### src/hw/gcc_consts.svh
// Offsets, field positions and reset values of the gain-code control block
`ifndef GCC_CONSTS_SVH
`define GCC_CONSTS_SVH

// ----------------------------------------
// Register offsets
// ----------------------------------------
`define GCC_RX_GAIN_OFS     7'h09
`define GCC_TX_GAIN_OFS     7'h0a
`define GCC_SRC_SEL_OFS     7'h0b
`define GCC_TX_PATH_OFS     7'h0e

// ----------------------------------------
// Field positions
// ----------------------------------------
`define GCC_UPD_EN_BIT      6
`define GCC_SEL_TX_BIT      6
`define GCC_SEL_RX_BIT      5
`define GCC_SW_STROBE_BIT   3
`define GCC_NIB_GAIN_BIT    2
`define GCC_MAP3_BIT        1
`define GCC_CONV_ONLY_BIT   0

// ----------------------------------------
// Reset values and limits
// ----------------------------------------
`define GCC_RX_GAIN_RST     6'h00
`define GCC_TX_GAIN_RST     6'h00
`define GCC_RX_GAIN_MAX     6'h3c
`define GCC_CONV_ATT_MAX    6'h0f
`define GCC_LINE_ATT_MAX    6'h27
`define GCC_MAP3_STEP       6'h08
`define GCC_FRAME_BITS      5'h10
`define GCC_HDR_BITS        5'h08
`define GCC_NIB_HALF_DEF    8

`endif

### src/hw/gcc_pkg.sv
// Types shared by the gain-code control block
package gcc_pkg;

   // Serial port states
   typedef enum logic [1:0] {
      SP_IDLE  = 2'b01,
      SP_SHIFT = 2'b10
   } gcc_sp_state_t;

   // Receive gain split over three amplifier stages
   typedef struct packed {
      logic [2:0] coarse;   // 12 dB steps
      logic       mid;      // 6 dB step
      logic [2:0] fine;     // 1 dB steps
   } gcc_rx_stages_t;

   // Transmit attenuation controls, half-dB units
   typedef struct packed {
      logic [3:0] conv_att;
      logic [5:0] line_att;
      logic       line_amp_en;
   } gcc_tx_att_t;

   // Serial pin group
   typedef struct packed {
      logic sen_n;
      logic sclk;
      logic sdio_in;
   } gcc_serial_in_t;

   // Full state of the block
   typedef struct packed {
      gcc_sp_state_t  sp;
      logic [5:0]     rx_code;
      logic           rx_en;
      logic [5:0]     tx_code;
      logic           tx_en;
      logic [7:0]     sel;
      logic [7:0]     path;
      logic           init;
      logic [7:0]     div_cnt;
      logic           nclk;
      logic [15:0]    shift;
      logic [4:0]     bit_cnt;
      logic           sclk_prev;
      logic [7:0]     rd_data;
      logic           sdo;
      logic           sdo_oe;
      logic [5:0]     filt_nib;
      logic           filt_valid;
      gcc_rx_stages_t rx_stages;
      gcc_tx_att_t    tx_att;
   } gcc_state_t;

endpackage : gcc_pkg

### src/hw/gcc_gain_ctrl.sv
// Receive gain and transmit attenuation code control with serial register port
`timescale 1ns/1ns
`include "gcc_consts.svh"

// Operation
// - Accept 6-bit receive gain code, -12..+48 dB
// - Lookup spreads receive gain over three stages
// - Receive gain resets to minimum -12 dB
// - Receive gain loads from nibble, port, serial
// - Receive gain register 0x09, bit 6 enables
// - Nibble gain loading only in full duplex
// - Strobe high, sync low: capture on edge
// - Strobe low routes nibbles to filter path
// - Register 0x0B bit 3 is software strobe
// - Bit 2 enables nibble gain, full-duplex default
// - Gain port loads selected register continuously
// - Bits 5/6 select receive/transmit port destination
// - Three-bit code taken from top port lines
// - Three-bit map: -12, -12, then 8 dB steps
// - Bit 1 enables three-bit map in half duplex only, pin defaults
// - Transmit code sets converter and line attenuation
// - Converter-only output uses four code LSBs
// - Transmit gain register 0x0A, bit 6 enables
// - Transmit gain resets to 0 dBFS, port off
// - Mode pin high full duplex, low half
module gcc_gain_ctrl #(
   parameter int NIB_HALF = `GCC_NIB_HALF_DEF
) (
   input  wire logic                clk,
   input  wire logic                rst_n,
   input  wire logic                mode_full_duplex,
   input  wire logic                config_pin,
   input  wire logic                nib_clk_falling,
   input  wire gcc_pkg::gcc_serial_in_t serial_in,
   output logic                     sdio_out,
   output logic                     sdio_oe,
   input  wire logic [5:0]          gain_port_bus,
   input  wire logic                gain_strobe,
   input  wire logic                tx_word_sync,
   input  wire logic [5:0]          tx_nibble,
   output logic                     nibble_clock_out,
   output logic [5:0]               filt_nibble,
   output logic                     filt_valid,
   output gcc_pkg::gcc_rx_stages_t  receive_gain_amp,
   output gcc_pkg::gcc_tx_att_t     transmit_attenuator,
   output logic [5:0]               rx_gain_code,
   output logic [5:0]               tx_gain_code
);

   // ----------------------------------------
   // Functions
   // ----------------------------------------

   // Gain code to three amplifier stages
   function automatic gcc_pkg::gcc_rx_stages_t rx_lut(input logic [5:0] code);
      logic [5:0]             g;
      logic [5:0]             rem;
      gcc_pkg::gcc_rx_stages_t s;
      g = (code > `GCC_RX_GAIN_MAX) ? `GCC_RX_GAIN_MAX : code;
      if (g >= 6'd60)
      begin
         s.coarse = 3'd5;
         rem      = g - 6'd60;
      end
      else if (g >= 6'd48)
      begin
         s.coarse = 3'd4;
         rem      = g - 6'd48;
      end
      else if (g >= 6'd36)
      begin
         s.coarse = 3'd3;
         rem      = g - 6'd36;
      end
      else if (g >= 6'd24)
      begin
         s.coarse = 3'd2;
         rem      = g - 6'd24;
      end
      else if (g >= 6'd12)
      begin
         s.coarse = 3'd1;
         rem      = g - 6'd12;
      end
      else
      begin
         s.coarse = 3'd0;
         rem      = g;
      end
      s.mid  = (rem >= 6'd6);
      s.fine = s.mid ? 3'(rem - 6'd6) : rem[2:0];
      return s;
   endfunction : rx_lut

   // Receive code held inside the top gain step
   function automatic logic [5:0] rx_clamp(input logic [5:0] code);
      return (code > `GCC_RX_GAIN_MAX) ? `GCC_RX_GAIN_MAX : code;
   endfunction : rx_clamp

   // Three-bit legacy code to six-bit gain code
   function automatic logic [5:0] map3(input logic [2:0] c);
      logic [5:0] v;
      v = 6'h00;
      if (c > 3'd1)
      begin
         v = 6'(({3'h0, c} - 6'd1) * `GCC_MAP3_STEP);
      end
      return v;
   endfunction : map3

   // Transmit code to converter and line attenuation
   function automatic gcc_pkg::gcc_tx_att_t tx_map(input logic [5:0] code,
                                                   input logic       conv_only);
      gcc_pkg::gcc_tx_att_t a;
      if (conv_only)
      begin
         a.conv_att    = code[3:0];
         a.line_att    = 6'h00;
         a.line_amp_en = 1'b0;
      end
      else
      begin
         a.conv_att    = 4'h0;
         a.line_att    = (code > `GCC_LINE_ATT_MAX) ? `GCC_LINE_ATT_MAX : code;
         a.line_amp_en = 1'b1;
      end
      return a;
   endfunction : tx_map

   // Register read mux
   function automatic logic [7:0] reg_read(input logic [6:0]          addr,
                                           input gcc_pkg::gcc_state_t st);
      logic [7:0] v;
      v = 8'h00;
      if (addr == `GCC_RX_GAIN_OFS)
      begin
         if (st.rx_en)
         begin
            v = {1'b0, st.rx_en, st.rx_code};
         end
      end
      else if (addr == `GCC_TX_GAIN_OFS)
      begin
         if (st.tx_en)
         begin
            v = {1'b0, st.tx_en, st.tx_code};
         end
      end
      else if (addr == `GCC_SRC_SEL_OFS)
      begin
         v = st.sel;
      end
      else if (addr == `GCC_TX_PATH_OFS)
      begin
         v = st.path;
      end
      return v;
   endfunction : reg_read

   // ----------------------------------------
   // State
   // ----------------------------------------
   gcc_pkg::gcc_state_t s_q;
   gcc_pkg::gcc_state_t s_d;

   logic       sclk_rise;
   logic       sclk_fall;
   logic       div_tick;
   logic       nib_edge;
   logic       strobe_eff;
   logic       nib_load;
   logic       wr_done;
   logic [6:0] wr_addr;
   logic [7:0] wr_data;
   logic [5:0] port_code;

   always_comb
   begin
      s_d       = s_q;
      sclk_rise = serial_in.sclk & ~s_q.sclk_prev;
      sclk_fall = ~serial_in.sclk & s_q.sclk_prev;
      wr_done   = 1'b0;
      wr_addr   = s_q.shift[13:7];
      wr_data   = {s_q.shift[6:0], serial_in.sdio_in};

      // ----------------------------------------
      // Mode-dependent defaults after reset
      // ----------------------------------------
      if (s_q.init)
      begin
         s_d.init                       = 1'b0;
         s_d.sel[`GCC_NIB_GAIN_BIT]     = mode_full_duplex;
         s_d.sel[`GCC_SEL_RX_BIT]       = ~mode_full_duplex;
         s_d.sel[`GCC_MAP3_BIT]         = ~mode_full_duplex & config_pin;
      end

      // ----------------------------------------
      // Serial port slave
      // ----------------------------------------
      s_d.sclk_prev = serial_in.sclk;
      case (s_q.sp)
         gcc_pkg::SP_IDLE:
         begin
            s_d.sdo_oe  = 1'b0;
            s_d.bit_cnt = 5'h00;
            if (!serial_in.sen_n)
            begin
               s_d.sp = gcc_pkg::SP_SHIFT;
            end
         end
         gcc_pkg::SP_SHIFT:
         begin
            if (serial_in.sen_n)
            begin
               s_d.sp     = gcc_pkg::SP_IDLE;
               s_d.sdo_oe = 1'b0;
            end
            else if (sclk_rise)
            begin
               s_d.shift   = {s_q.shift[14:0], serial_in.sdio_in};
               s_d.bit_cnt = s_q.bit_cnt + 5'h01;
               if (s_q.bit_cnt == `GCC_HDR_BITS - 5'h01 && s_q.shift[6])
               begin
                  s_d.rd_data = reg_read({s_q.shift[5:0], serial_in.sdio_in}, s_q);
                  s_d.sdo_oe  = 1'b1;
                  s_d.sdo     = s_d.rd_data[7];
               end
               if (s_q.bit_cnt == `GCC_FRAME_BITS - 5'h01)
               begin
                  s_d.sp  = gcc_pkg::SP_IDLE;
                  wr_done = ~s_q.shift[14];
               end
            end
            else if (sclk_fall && s_q.sdo_oe && s_q.bit_cnt > `GCC_HDR_BITS)
            begin
               s_d.rd_data = {s_q.rd_data[6:0], 1'b0};
               s_d.sdo     = s_q.rd_data[6];
            end
         end
         default:
         begin
            s_d.sp = gcc_pkg::SP_IDLE;
         end
      endcase

      // ----------------------------------------
      // Nibble clock divider and edge select
      // ----------------------------------------
      div_tick = (s_q.div_cnt == 8'(NIB_HALF - 1));
      s_d.div_cnt = div_tick ? 8'h00 : s_q.div_cnt + 8'h01;
      if (div_tick)
      begin
         s_d.nclk = ~s_q.nclk;
      end
      nib_edge = div_tick & (nib_clk_falling ? s_q.nclk : ~s_q.nclk);

      // ----------------------------------------
      // Nibble bus: gain capture or filter data
      // ----------------------------------------
      strobe_eff = gain_strobe | s_q.sel[`GCC_SW_STROBE_BIT];
      nib_load   = nib_edge & strobe_eff & ~tx_word_sync
                 & mode_full_duplex & s_q.sel[`GCC_NIB_GAIN_BIT];
      s_d.filt_valid = 1'b0;
      if (nib_edge && !strobe_eff)
      begin
         s_d.filt_nib   = tx_nibble;
         s_d.filt_valid = 1'b1;
      end

      // ----------------------------------------
      // Gain register sources, serial wins
      // ----------------------------------------
      port_code = s_q.sel[`GCC_MAP3_BIT] && !mode_full_duplex
                ? map3(gain_port_bus[5:3])
                : gain_port_bus;
      if (s_q.sel[`GCC_SEL_RX_BIT])
      begin
         s_d.rx_code = rx_clamp(port_code);
      end
      if (s_q.sel[`GCC_SEL_TX_BIT])
      begin
         s_d.tx_code = gain_port_bus;
      end
      if (nib_load)
      begin
         s_d.rx_code = rx_clamp(tx_nibble);
      end
      if (wr_done)
      begin
         if (wr_addr == `GCC_RX_GAIN_OFS)
         begin
            s_d.rx_en = wr_data[`GCC_UPD_EN_BIT];
            if (wr_data[`GCC_UPD_EN_BIT])
            begin
               s_d.rx_code = rx_clamp(wr_data[5:0]);
            end
         end
         else if (wr_addr == `GCC_TX_GAIN_OFS)
         begin
            s_d.tx_en = wr_data[`GCC_UPD_EN_BIT];
            if (wr_data[`GCC_UPD_EN_BIT])
            begin
               s_d.tx_code = wr_data[5:0];
            end
         end
         else if (wr_addr == `GCC_SRC_SEL_OFS)
         begin
            s_d.sel  = wr_data & 8'h6e;
            s_d.init = 1'b0;
         end
         else if (wr_addr == `GCC_TX_PATH_OFS)
         begin
            s_d.path = wr_data & 8'h01;
         end
      end

      // ----------------------------------------
      // Gain outputs from the stored codes
      // ----------------------------------------
      s_d.rx_stages = rx_lut(s_q.rx_code);
      s_d.tx_att    = tx_map(s_q.tx_code, s_q.path[`GCC_CONV_ONLY_BIT]);

      // ----------------------------------------
      // Synchronous reset
      // ----------------------------------------
      if (!rst_n)
      begin
         s_d            = '0;
         s_d.sp         = gcc_pkg::SP_IDLE;
         s_d.rx_code    = `GCC_RX_GAIN_RST;
         s_d.tx_code    = `GCC_TX_GAIN_RST;
         s_d.init       = 1'b1;
         s_d.rx_stages  = rx_lut(`GCC_RX_GAIN_RST);
         s_d.tx_att     = tx_map(`GCC_TX_GAIN_RST, 1'b0);
      end
   end

   always_ff @(posedge clk)
   begin
      s_q <= s_d;
   end

   // ----------------------------------------
   // Outputs
   // ----------------------------------------
   assign sdio_out            = s_q.sdo;
   assign sdio_oe             = s_q.sdo_oe;
   assign nibble_clock_out    = s_q.nclk;
   assign filt_nibble         = s_q.filt_nib;
   assign filt_valid          = s_q.filt_valid;
   assign receive_gain_amp    = s_q.rx_stages;
   assign transmit_attenuator = s_q.tx_att;
   assign rx_gain_code        = s_q.rx_code;
   assign tx_gain_code        = s_q.tx_code;

endmodule : gcc_gain_ctrl

### config.mk
export PLATFORM = sky130hd
export DESIGN_NAME = gcc_gain_ctrl
export DESIGN_NICKNAME = d
export VERILOG_FILES = /design/src/hw/gcc_pkg.sv /design/src/hw/gcc_gain_ctrl.sv
export VERILOG_INCLUDE_DIRS = /design/src /design/src/hw
export SDC_FILE = /design/constraint.sdc
export NUM_CORES = 1
export LEC_CHECK = 0
export BUFFER_PORTS_ARGS = -buffer_cell sky130_fd_sc_hd__buf_2
export CORE_AREA = 2 2 182 95
export DETAILED_ROUTE_END_ITERATION = 6
export DIE_AREA = 0 0 184 97
export GPL_TIMING_DRIVEN = 0
export MAX_ROUTING_LAYER = met4
export SLEW_MARGIN = 5
export SYNTH_ARGS = -nofsm -noshare
export SYNTH_HDL_FRONTEND = slang
export SYNTH_SLANG_ARGS = --single-unit
export TNS_END_PERCENT = 30
### constraint.sdc
create_clock -name clk -period 7.25 [get_ports clk]
set_input_delay 0.725 -clock clk [delete_from_list [all_inputs] [get_ports clk]]
set_output_delay 0.725 -clock clk [all_outputs]
set_load 0.005 [all_outputs]
==> results.yml, run 1 <==
synth:
  ys_seq_area_share_pct: 37.81
  ys_warn_count: 0
  synth_edf_count: 0
  netlist_top_cells_area: "dfxtp_1 (38%), buf_4 (6.7%), a21oi_1 (5.0%), nand2_1 (5.0%), nor2_1 (4.6%)"
  async_flop_share_pct: 0
  synthesis.area_sq_um: 4607
  yosys.cell_count.top_type: "dfxtp_1"
  synth_common_cells: "dfxtp_1 (87), nand2_1 (61), nor2_1 (56), a21oi_1 (46), buf_4 (41)"
  synth.distinct_cells: 75
  syn-num-nets: 573
  synth_cells: 536
  synth_ff_type: "dfxtp_1"
  synth_area_leader_cell: "dfxtp_1"
  synth_top_area_share_pct: 37.81
  ys_seq_elements: 87
  synth.avg_cell_area_sq_um: 8.595
flow_run:
  maxCapViolations: 0
place:
  numPlacedInstances: 806
  portBuffers: 60
  place_hpwl_mm: 9.831
  globalplace.congestion: 0.8995
clock_tree:
  cts_buffers: 9
  holdBufCountCts: 0
  insertion_delay_ps: 340
  clk_path_buf_depth: 2
  cts_tree: "built"
  cts-htree-levels: 3
  post_cts.repair.setup_buffers: 0
  clock-sinks: 87
  cts-root-buf: "clkbuf_16"
  cts_resized: 0
  cts.clk_slew.worst_paths_ps: 60
cells_and_area:
  final_cells: 822
  n_antenna_cell: 0
  area_growth_pct: 19.28
  fin_nets: 644
  drive_above_1_share_pct: 22.22
sta:
  final-hold-violation-count: 0
  fin_tns_setup_ps: 0
  timing.fmax_mhz: 342.6
  slew_headroom_pct: 48.41
  clock_skew_ps: 4.154
  finalMaxSlewViolations: 0
  fin_crit_sh_pct: 40.26
  tightestPinTransition_ps: 773.9
  setup_viol: 0
  fin_crit_ps: 2919
  rsz0062_at_grt: "false"
worst_setup_path:
  start_kind: "flip-flop"
  reg2reg_to: "receive_gain_amp[1]$_SDFF_PN0_"
  r2r_start: "rx_gain_code[5]$_SDFF_PN0_"
  crit_end: "receive_gain_amp[1]$_SDFF_PN0_"
  worstRegToRegCells: 9
  critical_path_class: "flip-flop to flip-flop"
  critPathMaxFanout: 10
  r2r_slack_ps: 4330
  cp-startpoint: "rx_gain_code[5]$_SDFF_PN0_"
  critical_path_arrival_ps: 3180
  critPathRequiredTime_ps: 7520
  worst_setup_path_end_kind: "flip-flop"
power_and_ir_drop:
  cellPowerDensity_nw_per_um2: 202.8
  irDropWorstVdd_uv: 113.6
  leakagePower_nw: 2.294
  post-layout-total-power_mw: 1.114
grt:
  grt_pass1_wl_mm: 20.58
  grt_max_degree: 14
  grt_pass1_vias: 3627
  grt_overflow: 0
  grt_usage_pct: 15.33
  antenna_found_initial: 0
detailed_routing:
  routed_via_density: 4.943
  drc_errors: 0
  first_pass_iters: 5
  drt_first_iter_violations: 314
  ant_nets: 0
  vias: 4063
  wire_per_inst_microns: 15.83
  wl_mm: 13.01
floorplan:
  io-pin-count: 62
  die_h_microns: 97
  die_area_sq_um: 17850
  rows: 33
  initial_core_util_pct: 28.61
  design.core.area_sq_um: 16100
  die_x_microns: 184
min_path:
  hold_class: "flip-flop to flip-flop"
outcome:
  status: "finished clean"
[kinds of logic (layout without fill, tap and decap cells)]
| family | after synthesis | in the layout | synth area share, % |
|---|---|---|---|
| mux | 20 | 20 | 4.345 |
| flops | 87 | 87 | 37.81 |
| fa+ha+maj | 15 | 15 | 4.074 |
| compound gates | 121 | 121 | 18.52 |
| xor+xnor | 12 | 12 | 2.281 |
| buf+inv | 82 | 158 | 10.54 |
| simple gates | 199 | 199 | 22.43 |
[state kept, by name, summed over array words and instances (netlist names)]
| signal | cells |
|---|---|
| sdio_out | 1 |
| tx_gain_code | 6 |
| sdio_oe | 1 |
| rx_gain_code | 6 |
| transmit_attenuator | 11 |
| filt_valid | 1 |
| nibble_clock_out | 1 |
| filt_nibble | 6 |
| s_q | 47 |
| receive_gain_amp | 7 |
[placed cells by master, fill, tap and decap left out, drive strengths merged, types with 8 or more instances in the layout]
master,n
a21oi,46
o211ai,11
inv,19
and3,9
buf,108
nor2,56
a211oi,8
nand2,62
mux2i,20
nand3,15
clkbuf,28
ha,15
nand2b,9
dfxtp,87
o21ai,8
[metrics by stage]
step                      util [%]  cell area, sq um  hold WS [ps]  worst slack, ps
after floorplan                  -              4607         409.8             4877
after global placement       32.11              5170         433.9             4399
after detailed placement     32.11              5170         441.6             4425
after CTS                    34.13              5495         451.3             4390
after global routing         34.13              5495         478.8             4147
final                        34.13              5495         448.5             4331
[routing by layer]
| metal | GRT usage, % | vias up | part of all wire, % |
|---|---|---|---|
| li1 | - | 2005 | - |
| met1 | 24.64 | 1863 | 53 |
| met2 | 16.72 | 181 | 33 |
| met3 | 5.610 | 14 | 12 |
| met4 | 3.508 | 0 | 0.96 |
| met5 | - | - | 0 |
[worst min-delay path by stage]
| stage | startpoint | to | slack (ps) | cells after the start |
|---|---|---|---|---|
| 2_1_floorplan | s_q[67]$_SDFFE_PN0P_ | transmit_attenuator[0]$_SDFF_PN1_ | 410 | 1 |
| 3_3_place_gp | s_q[58]$_SDFF_PP0_ | s_q[58]$_SDFF_PP0_ | 430 | 1 |
| 3_5_place_dp | s_q[58]$_SDFF_PP0_ | s_q[58]$_SDFF_PP0_ | 440 | 1 |
| 4_1_cts | s_q[58]$_SDFF_PP0_ | s_q[58]$_SDFF_PP0_ | 450 | 1 |
| 5_1_grt | s_q[27]$_SDFFE_PN0P_ | s_q[27]$_SDFFE_PN0P_ | 480 | 2 |
| 6_report | sdio_out$_SDFFE_PN0P_ | sdio_out$_SDFFE_PN0P_ | 450 | 2 |
[power breakdown]
group	switching, mW	total (mW)	internal (mW)	leakage, nW
Combinational	0.0644	0.115	0.0507	1.43
Clock	0.182	0.502	0.320	0.160
Sequential	0.00944	0.497	0.488	0.705
Total	0.256	1.11	0.859	2.29
[final cells by class]
class / instances / area [sq um]
fill: 1670 / 10610
multi-input combinational: 367 / 2380
sequential: 87 / 1742
buffer: 63 / 414.1
timing repair buffer: 60 / 300.3
tap: 210 / 262.8
clock buffer: 13 / 260.3
inverter: 19 / 71.32
clock inverter: 3 / 65.06
[worst max-delay path, stage by stage (launching register included)]
cell and delay (ps):
dfxtp_1 480, buf_4 250, inv_1 160, ha_1 270, and4bb_2 270, a2111oi_4 430, o221a_1 280, o2111ai_2 140
a31oi_1 340, mux2i_1 220
Note: power is estimated with default switching activity, not from simulation.
==> inputs of run 2 (changes only) <==
Clock period 7.25 ns to 2.55 ns, I/O delays scaled along.
==> results.yml, run 2 (synthesis results as in run 1) <==
clock_tree:
  insertion_delay_ps: 340
  cts-root-buf: "clkbuf_16"
  cts_tree: "built"
  cts-htree-levels: 3
  cts.clk_slew.worst_paths_ps: 60
  clock-sinks: 87
  holdBufCountCts: 0
  clk_path_buf_depth: 2
  cts_buffers: 9
worst_setup_path:
  critical_path_arrival_ps: 2700
  worst_setup_path_end_kind: "flip-flop"
  critPathRequiredTime_ps: 2780
  critPathMaxFanout: 5
  start_kind: "flip-flop"
  critical_path_class: "flip-flop to flip-flop"
  r2r_slack_ps: 80
  worstRegToRegCells: 9
cells_and_area:
  regMostFlops: "s_q"
  final_cell_mix: "dfxtp_1 (82), nand2_1 (61), buf_2 (61)"
  n_antenna_cell: 0
  largest_register_ffs: 47
  final_cells: 833
  drive_above_1_share_pct: 26.00
  design_area_sq_um: 5679
  area_growth_pct: 23.28
  fin_nets: 655
  nFillCells: 1658
  final_common_cell: "dfxtp_1"
sta:
  setup_viol: 0
  rsz0062_at_grt: "true"
  clock_skew_ps: 4.758
  fin_crit_ps: 2470
  slew_headroom_pct: 50.11
  final-hold-violation-count: 0
  tightestPinTransition_ps: 748.4
  timing.fmax_mhz: 404.8
  finalMaxSlewViolations: 0
  fin_crit_sh_pct: 96.87
power_and_ir_drop:
  p_switching_uw: 740.9
  clock_power_share_pct: 44.9
  seqPwrFrac_pct: 44.2
  leakagePower_nw: 2.348
  pwr-share-comb_pct: 10.9
  irDropWorstVdd_uv: 328.4
  cellPowerDensity_nw_per_um2: 563.0
  intPower_mw: 2.457
  switching_share_pct: 23.17
place:
  globalplace.congestion: 0.8995
  portBuffers: 60
  placed_cell_area_sq_um: 5170
  place_hpwl_mm: 9.831
  numPlacedInstances: 806
grt:
  grt_max_degree: 14
  antenna_found_initial: 0
  grt_pass1_vias: 3653
  grt_pass1_wl_mm: 20.66
  grt_overflow: 0
  grt_usage_pct: 15.38
detailed_routing:
  vias: 4141
  drc_errors: 0
  ant_nets: 0
  drt_first_iter_violations: 327
  routed_via_density: 4.971
  first_pass_iters: 5
  wire_per_inst_microns: 15.94
  wl_mm: 13.28
floorplan:
  rows: 33
  design.core.area_sq_um: 16100
  die_x_microns: 184
  io-pin-count: 62
  die_h_microns: 97
  initial_core_util_pct: 28.61
  die_area_sq_um: 17850
flow_run:
  maxCapViolations: 0
outcome:
  status: "finished clean"
min_path:
  hold_class: "primary input to flip-flop"
  hold_path_depth: 2
[run 2: cell count changes in the layout (fill, tap and decap cells not counted), moves of 3 or more]
cell	change
buf_4	+9
dfxtp_1	-5
dfxtp_2	+3
ha_1	-4
ha_2	+3
[run 2: final timing paths]
check | start | endpoint
hold / removal | serial_in[1] | s_q[35]$_SDFF_PN0_
setup / recovery | rx_gain_code[2]$_SDFF_PN0_ | receive_gain_amp[3]$_SDFF_PN0_
setup reg to reg | rx_gain_code[2]$_SDFF_PN0_ | receive_gain_amp[3]$_SDFF_PN0_
hold reg to reg | sdio_out$_SDFFE_PN0P_ | sdio_out$_SDFFE_PN0P_
[run 2: cell type report]
class	instances	area, sq um	area share, %
multi-input cells	367	2447	43.09
flip-flops and latches	87	1753	30.87
plain buffers	63	429.2	7.557
repair buffers	71	382.9	6.742
well taps	210	262.8	4.627
clock buffers	13	260.3	4.583
inverters	19	78.83	1.388
clock inverters	3	65.06	1.146
[run 2: power by group through the flow]
stage	combinational [mW]	clock [mW]	sequential, mW
2_1_floorplan	0.216	0	1.43
3_3_place_gp	0.320	0	1.44
3_5_place_dp	0.320	0	1.44
4_1_cts	0.328	1.46	1.41
5_1_grt	0.379	1.52	1.42
6_report	0.350	1.44	1.41
[run 2: worst max-delay path: stages (launching register included)]
cell,delay [ps]
dfxtp_4,380
buf_8,120
clkinvlp_4,130
ha_4,190
and4bb_2,230
a2111oi_4,440
o221a_1,270
o2111ai_2,130
a31o_1,260
a22o_1,200
[run 2: metrics by stage]
step	hold slack [ps]	power, mW	setup slack, ps	setup TNS [ps]	util (%)
final	176.4	3.197	79.77	0	35.27
after global routing	180.5	3.319	-24.68	-42.99	35.27
after CTS	169.6	3.204	15.68	0	34.35
after detailed placement	441.6	1.763	-275.3	-935.6	32.11
after global placement	433.9	1.763	-300.8	-897.9	32.11
after floorplan	376.7	1.650	177.0	0	-
[run 2: repair_timing]
action / CTS / global route
pin swaps: 2 / 9
gates resized for setup: 7 / 18
setup buffers: 1 / 10
setup endpoints to repair: 12 / 16
[run 2: per-layer routing]
metal / global-route usage [%] / part of all wire, % / routed length [microns]
met1: 24.58 / 53 / 7091
met2: 16.95 / 34 / 4514
met3: 5.610 / 12 / 1547
met4: 3.508 / 0.93 / 123
met5: - / 0 / 0
==> inputs of run 3 (changes only) <==
Settings changed: CORE_AREA 2 2 182 95 to 2 2 130 132, DIE_AREA 0 0 184 97 to 0 0 132 134.
==> results.yml, run 3 (synthesis results as in run 1) <==
floorplan:
  die_area_sq_um: 17690
  die_h_microns: 134
  initial_core_util_pct: 28.28
  die_x_microns: 132
  io-pin-count: 62
  design.core.area_sq_um: 16290
  rows: 47
cells_and_area:
  fin_util_pct: 34.64
  drive_above_1_share_pct: 25.53
  area_growth_pct: 22.49
  fin_nets: 651
  largest_register_ffs: 47
  n_antenna_cell: 0
  multi_input_area_sq_um: 2437
  final_common_cell: "dfxtp_1"
  final_cell_mix: "dfxtp_1 (81), nand2_1 (61), buf_2 (61)"
  final-seq-area_sq_um: 1754
  regMostFlops: "s_q"
  nFillCells: 1717
place:
  globalplace.congestion: 0.8714
  portBuffers: 60
  place_hpwl_mm: 8.815
sta:
  finalMaxSlewViolations: 0
  fin_crit_sh_pct: 98.82
  setup_viol: 0
  tightestPinTransition_ps: 685.0
  fin_crit_ps: 2520
  clock_skew_ps: 4.361
  whs_ps: 164.1
  timing.fmax_mhz: 396.8
  final-hold-violation-count: 0
  slew_headroom_pct: 54.33
detailed_routing:
  wire_per_inst_microns: 14.44
  drc_errors: 0
  wl_mm: 12.12
  drt_first_iter_violations: 411
  vias: 4013
  first_pass_iters: 5
  ant_nets: 0
  routed_via_density: 4.783
clock_tree:
  insertion_delay_ps: 350
  cts-root-buf: "clkbuf_16"
  cts_buffers: 9
  cts.clk_slew.worst_paths_ps: 60
  clk_path_buf_depth: 2
  clock-sinks: 87
  cts_tree: "built"
  holdBufCountCts: 0
  cts-htree-levels: 3
power_and_ir_drop:
  intPower_mw: 2.383
  leakagePower_nw: 2.343
  irDropWorstVdd_uv: 314.4
  pwr-share-comb_pct: 10.7
  seqPwrFrac_pct: 44.9
  clock_power_share_pct: 44.3
  cellPowerDensity_nw_per_um2: 556.3
  p_switching_uw: 756.6
  switching_share_pct: 24.10
worst_setup_path:
  cp-startpoint: "rx_gain_code[5]$_SDFF_PN0_"
  slowest_stage: "a2111oi_4"
  critPathMaxFanout: 4
  slowest_delay_ps: 430
  r2r_start: "rx_gain_code[5]$_SDFF_PN0_"
  worst_setup_path_end_kind: "flip-flop"
  start_kind: "flip-flop"
  path_delay_family: "compound AO/OA/AOI/OAI gates"
  crit_buf_inv: 2
  critPathRequiredTime_ps: 2790
  critical_path_arrival_ps: 2760
  critical_path_class: "flip-flop to flip-flop"
  path_cells: "buf_8 -> clkinvlp_4 -> ha_2 -> and4bb_2 -> a2111oi_4 -> o221a_1 -> o2111ai_2 -> a31o_1 -> a22o_1"
grt:
  antenna_found_initial: 0
  grt_pass1_wl_mm: 19.29
  grt_max_degree: 15
  grt_usage_pct: 14.08
  grt_pass1_vias: 3677
  grt_overflow: 0
min_path:
  hold_start: "serial_in[1]"
  hold_class: "primary input to flip-flop"
outcome:
  status: "finished clean"
flow_run:
  maxCapViolations: 0
## run 3: cell types whose count changed in the layout (fill, tap and decap cells not counted), moves of 2 or more
cell      before  now
buf_4         50   46
clkbuf_1      17   15
clkinv_4       0    2
ha_1          11   13
## run 3: layout make-up
cell class	count	share of cell area, %
well taps	220	4.878
flip-flops and latches	87	31.09
plain buffers	63	7.605
multi-input cells	367	43.19
clock inverters	4	0.9313
repair buffers	67	6.253
clock buffers	12	4.723
inverters	19	1.330
## run 3: final timing paths
| check | end | slack [ps] | cells past startpoint |
|---|---|---|---|
| setup / recovery | receive_gain_amp[3]$_SDFF_PN0_ | 30 | 9 |
| hold / removal | s_q[35]$_SDFF_PN0_ | 160 | 2 |
| setup reg to reg | receive_gain_amp[3]$_SDFF_PN0_ | 30 | 9 |
| hold reg to reg | sdio_out$_SDFFE_PN0P_ | 450 | 2 |
## run 3: metal layers
layer	global-route usage, %	share of wire (%)
met1	18.86	48
met2	20.92	45
met4	5.495	1.7
met3	2.759	5.0
met5	-	0
## run 3: power by group through the flow
stage          Combinational (mW)  Sequential (mW)  Clock [mW]
2_1_floorplan               0.216             1.43           0
3_3_place_gp                0.315             1.44           0
3_5_place_dp                0.315             1.44           0
4_1_cts                     0.321             1.41        1.42
5_1_grt                     0.366             1.41        1.48
6_report                    0.337             1.41        1.39
## run 3: worst reg2reg max path, delay by kind of cell, from the launching register on
| kind | cells | cell delay, ps |
|---|---|---|
| AO/OA/AOI/OAI | 5 | 1380 |
| adder cells (fa/ha/maj) | 1 | 220 |
| buffers and inverters | 2 | 200 |
| flip-flops | 1 | 360 |
| AND/OR/NAND/NOR | 1 | 260 |
## run 3: what timing repair did
action | 4_1_cts | 5_1_grt
gates resized for setup | 4 | 19
pin swaps | 1 | 6
setup endpoints to repair | 5 | 18
setup buffers | 0 | 7
## run 3: through the flow
stage	TNS [ps]	total power, mW	std cells	instance area, sq um	setup slack (ps)
6_report	0	3.139	839	5643	30.05
5_1_grt	-10.12	3.260	839	5643	-10.12
4_1_cts	0	3.154	832	5519	4.224
3_5_place_dp	-460.1	1.756	816	5182	-165.3
3_3_place_gp	-597.4	1.756	816	5182	-206.7
2_1_floorplan	0	1.650	536	4607	177.0
